File: config.mk
export PLATFORM = sky130hd
export DESIGN_NAME = peripheral_irq_flags
export DESIGN_NICKNAME = d
export VERILOG_FILES = /design/src/design/irq_flags_pkg.sv /design/src/design/sticky_flags.sv /design/src/design/peripheral_irq_flags.sv
export SDC_FILE = /design/constraint.sdc
export NUM_CORES = 1
export LEC_CHECK = 0
export ABC_CLOCK_PERIOD_IN_PS = 2600
export BUFFER_PORTS_ARGS = -buffer_cell sky130_fd_sc_hd__buf_2
export CORE_AREA = 8 8 119 121
export DETAILED_ROUTE_END_ITERATION = 8
export DIE_AREA = 0 0 127 129
export PLACE_DENSITY = 0.52
export SLEW_MARGIN = 20
export SYNTH_ARGS = -nofsm -noshare
export SYNTH_HDL_FRONTEND = slang
export SYNTH_SLANG_ARGS = --single-unit
File: constraint.sdc
create_clock -name core_clk -period 2.6 [get_ports core_clk]
set_input_delay 0.13 -clock core_clk [delete_from_list [all_inputs] [get_ports core_clk]]
set_output_delay 0.13 -clock core_clk [all_outputs]
set_load 0.05 [all_outputs]
File: src/design/irq_flags_pkg.sv
// constants for the peripheral interrupt flag bank
// assumes a 32-bit axi4-lite register bus, byte addresses = 4 * index
package irq_flags_pkg;

    // ************************************************
    // register indices (byte address = 4 * index)
    // ************************************************
    localparam logic [7:0] IDX_FLAGS_1   = 8'h0c;
    localparam logic [7:0] IDX_FLAGS_2   = 8'h0d;
    localparam logic [7:0] IDX_ENABLES_1 = 8'h8c;
    localparam logic [7:0] IDX_ENABLES_2 = 8'h8d;
    localparam logic [7:0] IDX_CONTROL   = 8'h90;

    localparam int ADDR_W = 12;

    // ************************************************
    // field positions
    // ************************************************
    localparam int BIT_PSP   = 7;
    localparam int BIT_ADC   = 6;
    localparam int BIT_RXF   = 5;
    localparam int BIT_TXE   = 4;
    localparam int BIT_SSP   = 3;
    localparam int BIT_CCP1  = 2;
    localparam int BIT_TIMER2_COUNT  = 1;
    localparam int BIT_TMR1  = 0;
    localparam int BIT_CAPCOMP2_MODULE  = 0;
    localparam int BIT_GIE   = 0;
    localparam int BIT_PSPEN = 1;

    // ************************************************
    // reset values and masks
    // ************************************************
    localparam logic [7:0] FLAGS_RESET    = 8'h00;
    localparam logic [7:0] ENABLES_RESET  = 8'h00;
    localparam logic [7:0] CONTROL_RESET  = 8'h02;
    localparam logic [7:0] FLAGS1_RW_MASK = 8'hcf;
    localparam logic [7:0] FLAGS2_RW_MASK = 8'h01;
    localparam logic [7:0] ENABLES2_MASK  = 8'h01;
    localparam logic [7:0] CONTROL_MASK   = 8'h03;

    // ************************************************
    // bus responses
    // ************************************************
    localparam logic [1:0] RESP_OKAY   = 2'h0;
    localparam logic [1:0] RESP_SLVERR = 2'h2;

endpackage : irq_flags_pkg

File: src/design/sticky_flags.sv
// a bank of sticky flags: hardware set, software write, hardware clear
// assumes all inputs synchronous to clk; set always beats any clear
`timescale 1ns/1ns
`default_nettype none
module sticky_flags #(
    parameter int         W     = 8,
    parameter logic [7:0] RESET = 8'h00
) (
    // clock and reset
    input  wire logic         core_clk,
    input  wire logic         rst_n,
    // hardware events
    input  wire logic [W-1:0] set_bits,
    input  wire logic [W-1:0] clr_bits,
    // software write
    input  wire logic         wr_en,
    input  wire logic [W-1:0] wr_mask,
    input  wire logic [W-1:0] wr_data,
    // flag state
    output var  logic [W-1:0] flags
);

    wire [W-1:0] wr_ones  = wr_en ? (wr_mask & wr_data) : '0;
    wire [W-1:0] wr_zeros = wr_en ? (wr_mask & ~wr_data) : '0;
    // set wins over software and hardware clears
    wire [W-1:0] next_flags = set_bits | wr_ones | (flags & ~clr_bits & ~wr_zeros);

    always_ff @(posedge core_clk or negedge rst_n) begin
        if (!rst_n) begin
            flags <= RESET[W-1:0];
        end else begin
            flags <= next_flags;
        end
    end

endmodule : sticky_flags
`default_nettype wire

File: src/design/peripheral_irq_flags.sv
// peripheral interrupt flags and enables behind an axi4-lite slave
// assumes event inputs are one-cycle pulses synchronous to core_clk
`timescale 1ns/1ns
`default_nettype none
module peripheral_irq_flags (
    // clock and reset
    input  wire logic                               core_clk,
    input  wire logic                               rst_n,
    // peripheral events
    input  wire logic                               psp_access_evt,
    input  wire logic                               conversion_done_evt,
    input  wire logic                               rx_full_evt,
    input  wire logic                               rx_buffer_read,
    input  wire logic                               tx_empty_evt,
    input  wire logic                               tx_buffer_write,
    input  wire logic                               sync_serial_evt,
    input  wire logic                               capcomp1_evt,
    input  wire logic [7:0]                         timer2_count,
    input  wire logic [7:0]                         timer2_period,
    input  wire logic                               timer1_overflow_evt,
    input  wire logic                               capcomp2_evt,
    // interrupt
    output var  logic                               irq,
    // axi4-lite write address and data
    input  wire logic [irq_flags_pkg::ADDR_W-1:0]   awaddr,
    input  wire logic                               awvalid,
    output var  logic                               awready,
    input  wire logic [31:0]                        wdata,
    input  wire logic [3:0]                         wstrb,
    input  wire logic                               wvalid,
    output var  logic                               wready,
    // axi4-lite write response
    output var  logic [1:0]                         bresp,
    output var  logic                               bvalid,
    input  wire logic                               bready,
    // axi4-lite read
    input  wire logic [irq_flags_pkg::ADDR_W-1:0]   araddr,
    input  wire logic                               arvalid,
    output var  logic                               arready,
    output var  logic [31:0]                        rdata,
    output var  logic [1:0]                         rresp,
    output var  logic                               rvalid,
    input  wire logic                               rready
);
    import irq_flags_pkg::*;

    // ************************************************
    // helpers
    // ************************************************
    function automatic logic hit(input logic [ADDR_W-1:0] addr, input logic [7:0] idx);
        hit = (addr[ADDR_W-1:2] == {2'h0, idx});
    endfunction : hit

    function automatic logic mapped(input logic [ADDR_W-1:0] addr);
        mapped = hit(addr, IDX_FLAGS_1) | hit(addr, IDX_FLAGS_2) | hit(addr, IDX_ENABLES_1)
               | hit(addr, IDX_ENABLES_2) | hit(addr, IDX_CONTROL);
    endfunction : mapped

    // ************************************************
    // write channel
    // ************************************************
    logic [ADDR_W-1:0] aw_addr;
    logic              aw_held;
    logic [7:0]        w_byte;
    logic              w_lane0;
    logic              w_held;

    wire aw_take = awvalid & awready;
    wire w_take  = wvalid & wready;
    // write performed once both halves are held and no response pends
    wire wr_go   = aw_held & w_held & ~bvalid;
    wire wr_lane = wr_go & w_lane0;

    always_ff @(posedge core_clk or negedge rst_n) begin
        if (!rst_n) begin
            aw_addr <= '0;
            aw_held <= 1'b0;
            awready <= 1'b1;
        end else if (aw_take) begin
            aw_addr <= awaddr;
            aw_held <= 1'b1;
            awready <= 1'b0;
        end else if (bvalid & bready) begin
            aw_held <= 1'b0;
            awready <= 1'b1;
        end
    end

    always_ff @(posedge core_clk or negedge rst_n) begin
        if (!rst_n) begin
            w_byte  <= 8'h00;
            w_lane0 <= 1'b0;
            w_held  <= 1'b0;
            wready  <= 1'b1;
        end else if (w_take) begin
            w_byte  <= wdata[7:0];
            w_lane0 <= wstrb[0];
            w_held  <= 1'b1;
            wready  <= 1'b0;
        end else if (bvalid & bready) begin
            w_held  <= 1'b0;
            wready  <= 1'b1;
        end
    end

    always_ff @(posedge core_clk or negedge rst_n) begin
        if (!rst_n) begin
            bvalid <= 1'b0;
            bresp  <= RESP_OKAY;
        end else if (wr_go) begin
            bvalid <= 1'b1;
            bresp  <= mapped(aw_addr) ? RESP_OKAY : RESP_SLVERR;
        end else if (bready) begin
            bvalid <= 1'b0;
        end
    end

    wire wr_flags_1   = wr_lane & hit(aw_addr, IDX_FLAGS_1);
    wire wr_flags_2   = wr_lane & hit(aw_addr, IDX_FLAGS_2);
    wire wr_enables_1 = wr_lane & hit(aw_addr, IDX_ENABLES_1);
    wire wr_enables_2 = wr_lane & hit(aw_addr, IDX_ENABLES_2);
    wire wr_control   = wr_lane & hit(aw_addr, IDX_CONTROL);

    // ************************************************
    // enables and control
    // ************************************************
    logic [7:0] peripheral_enables_1;
    logic [7:0] peripheral_enables_2;
    logic [7:0] interrupt_control_reg;

    wire global_irq_enable = interrupt_control_reg[BIT_GIE];
    wire psp_present       = interrupt_control_reg[BIT_PSPEN];

    always_ff @(posedge core_clk or negedge rst_n) begin
        if (!rst_n) begin
            peripheral_enables_1 <= ENABLES_RESET;
        end else if (wr_enables_1) begin
            peripheral_enables_1 <= w_byte;
        end
    end

    always_ff @(posedge core_clk or negedge rst_n) begin
        if (!rst_n) begin
            peripheral_enables_2 <= ENABLES_RESET;
        end else if (wr_enables_2) begin
            peripheral_enables_2 <= w_byte & ENABLES2_MASK;
        end
    end

    always_ff @(posedge core_clk or negedge rst_n) begin
        if (!rst_n) begin
            interrupt_control_reg <= CONTROL_RESET;
        end else if (wr_control) begin
            interrupt_control_reg <= w_byte & CONTROL_MASK;
        end
    end

    // ************************************************
    // timer2 match detect
    // ************************************************
    // edge of equality, so a long stall on the match value sets only once
    logic t2_equal_q;
    wire  t2_equal = (timer2_count == timer2_period);
    wire  t2_match = t2_equal & ~t2_equal_q;

    always_ff @(posedge core_clk or negedge rst_n) begin
        if (!rst_n) begin
            t2_equal_q <= 1'b0;
        end else begin
            t2_equal_q <= t2_equal;
        end
    end

    // ************************************************
    // flag banks
    // ************************************************
    logic [7:0] peripheral_flags_1;
    logic [0:0] flags_2_bit;

    // event order, bit 7 to 0
    wire [7:0] set_1 = {psp_access_evt & psp_present, conversion_done_evt, rx_full_evt,
                        tx_empty_evt, sync_serial_evt, capcomp1_evt, t2_match,
                        timer1_overflow_evt};
    wire [7:0] clr_1 = {~psp_present, 2'h0, 1'b0, 4'h0}
                     | {2'h0, rx_buffer_read, tx_buffer_write, 4'h0};
    // receive and transmit flags not writable
    wire [7:0] mask_1 = FLAGS1_RW_MASK & {psp_present, 7'h7f};

    sticky_flags #(
        .W     (8),
        .RESET (FLAGS_RESET)
    ) u_flags_1 (
        .core_clk (core_clk),
        .rst_n    (rst_n),
        .set_bits (set_1),
        .clr_bits (clr_1),
        .wr_en    (wr_flags_1),
        .wr_mask  (mask_1),
        .wr_data  (w_byte),
        .flags    (peripheral_flags_1)
    );

    sticky_flags #(
        .W     (1),
        .RESET (FLAGS_RESET)
    ) u_flags_2 (
        .core_clk (core_clk),
        .rst_n    (rst_n),
        .set_bits (capcomp2_evt),
        .clr_bits (1'b0),
        .wr_en    (wr_flags_2),
        .wr_mask  (FLAGS2_RW_MASK[BIT_CAPCOMP2_MODULE]),
        .wr_data  (w_byte[BIT_CAPCOMP2_MODULE]),
        .flags    (flags_2_bit)
    );

    wire [7:0] peripheral_flags_2 = {7'h00, flags_2_bit};

    // ************************************************
    // interrupt output
    // ************************************************
    // enables gate delivery only; flags latch whatever the enables say
    wire pending = |(peripheral_flags_1 & peripheral_enables_1)
                 | |(peripheral_flags_2 & peripheral_enables_2);
    wire next_irq = pending & global_irq_enable;

    always_ff @(posedge core_clk or negedge rst_n) begin
        if (!rst_n) begin
            irq <= 1'b0;
        end else begin
            irq <= next_irq;
        end
    end

    // ************************************************
    // read channel
    // ************************************************
    wire ar_take = arvalid & arready;
    wire [7:0] rd_byte =
        hit(araddr, IDX_FLAGS_1)   ? peripheral_flags_1   :
        hit(araddr, IDX_FLAGS_2)   ? peripheral_flags_2   :
        hit(araddr, IDX_ENABLES_1) ? peripheral_enables_1 :
        hit(araddr, IDX_ENABLES_2) ? peripheral_enables_2 :
        hit(araddr, IDX_CONTROL)   ? interrupt_control_reg : 8'h00;

    always_ff @(posedge core_clk or negedge rst_n) begin
        if (!rst_n) begin
            arready <= 1'b1;
            rvalid  <= 1'b0;
            rdata   <= 32'h0;
            rresp   <= RESP_OKAY;
        end else if (ar_take) begin
            arready <= 1'b0;
            rvalid  <= 1'b1;
            rdata   <= {24'h0, rd_byte};
            rresp   <= mapped(araddr) ? RESP_OKAY : RESP_SLVERR;
        end else if (rvalid & rready) begin
            arready <= 1'b1;
            rvalid  <= 1'b0;
        end
    end

    // ************************************************
    // checks
    // ************************************************
    chk_event_sets_adc: assert property (
        @(posedge core_clk) disable iff (!rst_n)
        conversion_done_evt |=> peripheral_flags_1[BIT_ADC])
        else $error("conversion done event did not set its flag");

    chk_enable2_write: assert property (
        @(posedge core_clk) disable iff (!rst_n)
        wr_enables_2 |=> peripheral_enables_2 == ($past(w_byte) & ENABLES2_MASK))
        else $error("second enable register did not take the write");

    chk_capcomp2_module_flag_set: assert property (
        @(posedge core_clk) disable iff (!rst_n)
        capcomp2_evt ##1 (!wr_flags_2 && !capcomp2_evt)[*2] |-> peripheral_flags_2[BIT_CAPCOMP2_MODULE])
        else $error("capcomp2 flag not held after its event");

    chk_flags1_readback: assert property (
        @(posedge core_clk) disable iff (!rst_n)
        (ar_take && hit(araddr, IDX_FLAGS_1)) |=> rvalid && rdata[7:0] == $past(peripheral_flags_1))
        else $error("first flag register read back wrong");

    chk_reserved_bit7: assert property (
        @(posedge core_clk) disable iff (!rst_n)
        !psp_present |=> !peripheral_flags_1[BIT_PSP])
        else $error("reserved bit 7 set without parallel port");

    chk_readonly_rx: assert property (
        @(posedge core_clk) disable iff (!rst_n)
        (wr_flags_1 && !rx_full_evt && !rx_buffer_read)
        |=> peripheral_flags_1[BIT_RXF] == $past(peripheral_flags_1[BIT_RXF]))
        else $error("software write changed read-only receive flag");

    chk_t2_match_sets: assert property (
        @(posedge core_clk) disable iff (!rst_n)
        (t2_equal && !t2_equal_q) |=> peripheral_flags_1[BIT_TIMER2_COUNT])
        else $error("timer2 match did not set flag");

    chk_t2_flag_holds: assert property (
        @(posedge core_clk) disable iff (!rst_n)
        (peripheral_flags_1[BIT_TIMER2_COUNT] && !wr_flags_1) |=> peripheral_flags_1[BIT_TIMER2_COUNT])
        else $error("timer2 flag dropped without software clear");

    chk_rx_read_clears: assert property (
        @(posedge core_clk) disable iff (!rst_n)
        (rx_buffer_read && !rx_full_evt) |=> !peripheral_flags_1[BIT_RXF])
        else $error("receive buffer read did not clear flag");

    chk_tx_write_clears: assert property (
        @(posedge core_clk) disable iff (!rst_n)
        (tx_buffer_write && !tx_empty_evt) |=> !peripheral_flags_1[BIT_TXE])
        else $error("transmit buffer write did not clear flag");

    chk_readonly_tx: assert property (
        @(posedge core_clk) disable iff (!rst_n)
        (wr_flags_1 && !tx_empty_evt && !tx_buffer_write)
        |=> peripheral_flags_1[BIT_TXE] == $past(peripheral_flags_1[BIT_TXE]))
        else $error("software write changed read-only transmit flag");

    chk_sw_zero_clears: assert property (
        @(posedge core_clk) disable iff (!rst_n)
        (wr_flags_1 && !w_byte[BIT_ADC] && !conversion_done_evt) |=> !peripheral_flags_1[BIT_ADC])
        else $error("software zero write did not clear conversion flag");

    chk_irq_follows: assert property (
        @(posedge core_clk) disable iff (!rst_n)
        (pending && global_irq_enable) |=> irq)
        else $error("interrupt not raised for pending enabled flag");

endmodule : peripheral_irq_flags
`default_nettype wire

* After elaboration in Yosys (flattened, before gate mapping) *
Cells that the tools add are included.

operators by class
  mux-type cells = 23
  equal/unequal tests = 11
  reductions and logical operators = 6
  bitwise gates (word level) = 45

operator list
  cell                   number
  $eq A10 B8 Y1 const B  6
  $and A8 B8 Y8          5
  $eq A10 B4 Y1 const B  4
  $mux W8                5
  $not A8 Y8             3
  $and A1 B1 Y1          18
  $or A8 B8 Y8           2
  $reduce_or A8 Y1       2
  $mux W1                14
  $or A1 B1 Y1           11
  $eq A8 B8 Y1           1
  $mux W2                4
  $or A8 B6 Y8           1
  $reduce_bool A2 Y1     4
  $not A1 Y1             5

word-level totals
  bits in registers = 62
  output and inout bits = 42
  bits of input ports = 93

* Depth between registers and ports, before layout *
  depth in word-level cells = 8
  gate-level depth with buffers = 5
  gate-level depth less buffers = 4

* Hierarchy *
A second synthesis with hierarchy kept.

second synthesis, totals
  cell total of the unflattened synthesis = 256
  area total of the unflattened synthesis = 2945.3 um^2

by module, submodules not included
  module                    area each (um^2)  cells each  sequential area each (um^2)  instances
  peripheral_irq_flags      2487.4            210         1231.2                       1
  sticky_flags (u_flags_1)  409.1             41          200.2                        1
  sticky_flags (u_flags_2)  48.8              5           25.0                         1

* Worst setup path before layout *
OpenSTA, ideal clock, no wires.

  path type = reg2reg
  start point = register bvalid
  end point = register peripheral_enables_1[0]
  required time = 2.475 ns
  buffers on the path = 1
  cell stages (with the launch flop) = 6
  setup slack = 0.320 ns
  period minus slack after synthesis = 2.280 ns
  arrival = 2.155 ns
  cell sequence = dfrtp_1 > nand3b_1 > or4_1 > buf_2 > nor3_4 > mux2_2

between the ends
  word-level cells in the longest chain between the ends = 4

ends and longest elaborated chain
  element                   line                         source
  start: declaration        peripheral_irq_flags.sv:34   output var logic bvalid,
  start signal: assignment  peripheral_irq_flags.sv:108  bvalid <= 1'b0;
  start signal: assignment  peripheral_irq_flags.sv:111  bvalid <= 1'b1;
  start signal: assignment  peripheral_irq_flags.sv:114  bvalid <= 1'b0;
  $not A1 Y1                peripheral_irq_flags.sv:71   wire wr_go = aw_held & w_held & ~bvalid;
  $and A1 B1 Y1             peripheral_irq_flags.sv:71
  $and A1 B1 Y1             peripheral_irq_flags.sv:72   wire wr_lane = wr_go & w_lane0;
  $and A1 B1 Y1             peripheral_irq_flags.sv:120  wire wr_enables_1 = wr_lane & hit(aw_addr, IDX_ENABLES_1);
  end signal: assignment    peripheral_irq_flags.sv:138  peripheral_enables_1 <= w_byte;
  end: declaration          peripheral_irq_flags.sv:127  logic [7:0] peripheral_enables_1;

Every way passes these cells.
A chain may end at the register's enable or synchronous reset.

* Worst setup path after layout *
  start point = register aw_addr[7]
  end point = register peripheral_enables_1[0]

between the ends
  word-level cells in the longest chain between the ends = 2

ends and longest elaborated chain
  element                   line                         source
  start: declaration        peripheral_irq_flags.sv:62   logic [ADDR_W-1:0] aw_addr;
  start signal: assignment  peripheral_irq_flags.sv:80   aw_addr <= awaddr;
  $eq A10 B8 Y1             peripheral_irq_flags.sv:51   hit = (addr[ADDR_W-1:2] == {2'h0, idx});
  $and A1 B1 Y1             peripheral_irq_flags.sv:120

Every way passes these cells.

==> flow_metrics.env <==
export IMPL_ctsLongestPathBuffers=2
export IMPL_synth_area_leaders="dfrtp_1 49%, mux2_2 12%, buf_4 7.0%"
export IMPL_synth_flop_cell="dfrtp_1"
export IMPL_drtIter0Drc=108
export IMPL_path_clk_slew_ns=0.05
export IMPL_critical_path_arrival_ns=2.65
export IMPL_use_met1_pct=10.9
export IMPL_fp_row_count=41
export IMPL_ys_seq_area_share_pct=52.4
export IMPL_switching_share_pct=34.6
export IMPL_grt_pass1_wl_um=11500
export IMPL_dieArea_um2=16400
export IMPL_clkLatencyLatePin_ns=0.32
export IMPL_synth_seq_cells=58
export IMPL_synth_adder_area_share_pct=0
export IMPL_fin_tns_setup_ns=0
export IMPL_p_leak_nw=1.73
export IMPL_place_hpwl_um=5630
export IMPL_async_flop_share_pct=100
export IMPL_use_met3_pct=4.01
export IMPL_synth_cells=240
export IMPL_fmaxAchievable_mhz=408
export IMPL_critPathMaxFanout=8
export IMPL_min_period_ns=2.45
export IMPL_hold_depth=2
export IMPL_finalWorstSetupSlack_ns=0.148
export IMPL_cts_sinks=58
export IMPL_power_switching_w=0.00132
export IMPL_die_x_um=127
export IMPL_layout_drive_gt1_share_pct=39.9
export IMPL_synth_top_family_by_area="multiplexers"
export IMPL_fp_coreArea_um2=12300
export IMPL_r2r_start="aw_addr[7]"
export IMPL_syn2layout_area_growth_pct=33.3
export IMPL_skew_ns=0.00693
export IMPL_synth_common_cells="54 x dfrtp_1, 29 x mux2_2, 26 x buf_4"
export IMPL_n_fill_cell=1267
export IMPL_cp_required_ns=2.80
export IMPL_dp_cells=468
export IMPL_synthMuxAreaShare_pct=13.2
export IMPL_synth_simple_area_share_pct=11.8
export IMPL_yosys_warnings=0
export IMPL_top_register="aw_addr"
export IMPL_power_frac_comb_pct=27.2
export IMPL_crit_path_start_kind="register"
export IMPL_synthXorXnorAreaFrac_pct=2.52
export IMPL_worst_pin_slew_ns=0.580
export IMPL_cp_end_kind="register"
export IMPL_maxCapViolCount=0
export IMPL_io_pins=135
export IMPL_ff2ff_setup_slack_ns=0.15
export IMPL_fin_nets=429
export IMPL_hold_path_class="input port to register"
export IMPL_wl_um=7080
export IMPL_power_frac_seq_pct=36.5
export IMPL_power_w=0.00380
export IMPL_postCtsSetupBuffers=0
export IMPL_die_y_um=129
export IMPL_crit_type="register to register"
export IMPL_cts_hold_buffers=7
export IMPL_portBuffers=77
export IMPL_rsz0062_at_grt="false"
export IMPL_synthesis_area_um2=2780
export IMPL_synth_top_area_share_pct=48.6
export IMPL_yosysTopAreaCell="dfrtp_1"
export IMPL_grt_pass1_vias=2263
export IMPL_ir_drop_v=0.000348
export IMPL_status="finished, final reports clean"
export IMPL_diodes=0
export IMPL_ctsResizeCount=0
export IMPL_drtAntennaViolNets=0
export IMPL_largest_reg_flops=10
export IMPL_busiest_layer="met2"
export IMPL_ys_types=46
export IMPL_via_count=2083
export IMPL_antenna_found_initial=0
export IMPL_gp_congestion=0.760
export IMPL_grt_total_usage_pct=8.93
export IMPL_relSlewSlack_pct=61.0
export IMPL_setup_viol=0
export IMPL_synth_edf_count=0
export IMPL_avgSynthCellArea_um2=11.6
export IMPL_h_tree_depth=3
export IMPL_hold_slack_ns=0.0106
export IMPL_routed_via_density=4.24
export IMPL_drc=0
export IMPL_root_buffer="clkbuf_16"
export IMPL_initial_utilization_pct=22.6
export IMPL_fin_crit_sh_pct=94.3
export IMPL_clkPwrFrac_pct=36.4
export IMPL_dp_worst_setup_slack_ns=0.160
export IMPL_drv_slew=0
export IMPL_overflow=0
export IMPL_r2r_cells=4
export IMPL_fin_cells=491
export IMPL_min_to="u_flags_1.flags[2]"
export IMPL_rr_endpoint="peripheral_enables_1[0]"
export IMPL_synth_most_common_cell="dfrtp_1"
export IMPL_synth_compound_area_share_pct=10.8
export IMPL_power_density_nw_per_um2=1030
export IMPL_numCtsBuffers=9
export IMPL_grt_max_degree=30
export IMPL_cts_tree="built"
export IMPL_hold_violations=0
export IMPL_grt_use_met2_pct=13.7
export IMPL_min_delay_start="capcomp1_evt"
export IMPL_wire_per_inst_um=14.4
export IMPL_intPower_w=0.00248
export IMPL_dr_pass1_iters=4
critical path, stage by stage, from the launching register on:
cell and delay (ns):
dfrtp_1 0.37, or4_4 0.56, or4_1 0.61, nor3_4 0.40, mux2_2 0.39
power by group through the flow:
stage / Combinational, W / Sequential (W) / Clock [W]
CTS: 0.00105 / 0.00139 / 0.00142
finish: 0.00103 / 0.00139 / 0.00138
global route: 0.00112 / 0.00143 / 0.00147
floorplan: 0.000484 / 0.00167 / 0
global placement: 0.00101 / 0.00140 / 0
detailed placement: 0.00104 / 0.00141 / 0
metrics by stage:
step | util, % | area (um2)
detailed placement | 26.7 | 3280
global placement | 26.7 | 3280
CTS | 30.1 | 3700
global route | 30.1 | 3700
floorplan | - | 2870
finish | 30.1 | 3700
how the worst max path moves through the flow:
stage                     depth (start not counted)  startpoint  slack [ns]                       to
final                                             4  aw_addr[7]        0.15  peripheral_enables_1[0]
after floorplan                                   5      bvalid        0.32  peripheral_enables_1[0]
after global routing                              4  aw_addr[7]        0.03  peripheral_enables_1[1]
after CTS                                         4  aw_addr[7]        0.14  peripheral_enables_1[0]
after global placement                            4  aw_addr[7]        0.18  peripheral_enables_1[5]
after detailed placement                          4  aw_addr[7]        0.16  peripheral_enables_1[0]
cells by family (layout without fill, tap and decap cells):
kind of cell / Yosys count / in the layout
AO/OA/AOI/OAI: 41 / 41
XOR/XNOR: 8 / 8
buffers and inverters: 41 / 117
flip-flops: 58 / 58
multiplexers: 33 / 33
other: 1 / 26
AND/OR/NAND/NOR: 58 / 58
area by class of cell:
cell class,instances,area [um2],share of cell area (%)
clock buffers,9,225,6.08
clock inverters,7,125,3.38
inverters,10,37.5,1.01
multi-input cells,166,1160,31.4
flip-flops and latches,58,1460,39.3
well taps,150,188,5.07
repair buffers,91,508,13.7
layout by cell type, fill, tap and decap left out, types with 2 or more instances in the layout:
master and count:
a21oi_1 8, a22o_1 3, clkinv_4 2, nand4_1 2
a32oi_1 7, nand2_1 11, bufinv_16 3, a211o_1 5
xnor2_1 8, mux2_2 29, dlygate4sd3_1 7, and3_1 5
nor3_1 5, nand3_1 3, or4_1 3, conb_1 26
dfrtp_1 54, inv_6 2, nand3b_1 2, nor2_1 13
buf_4 7, a31oi_1 2, buf_2 77, clkbuf_16 9
nor4_1 3, a21o_1 2, dfstp_2 4, o31a_1 2
inv_1 10, o21ai_0 5, mux2i_1 3
per-layer routing:
metal	routed length (um)	share of wire [%]
met1	3200	45
met2	3090	44
met3	718	10
met4	74	1.0
met5	0	0
Note: power is estimated with default switching activity, not from simulation.
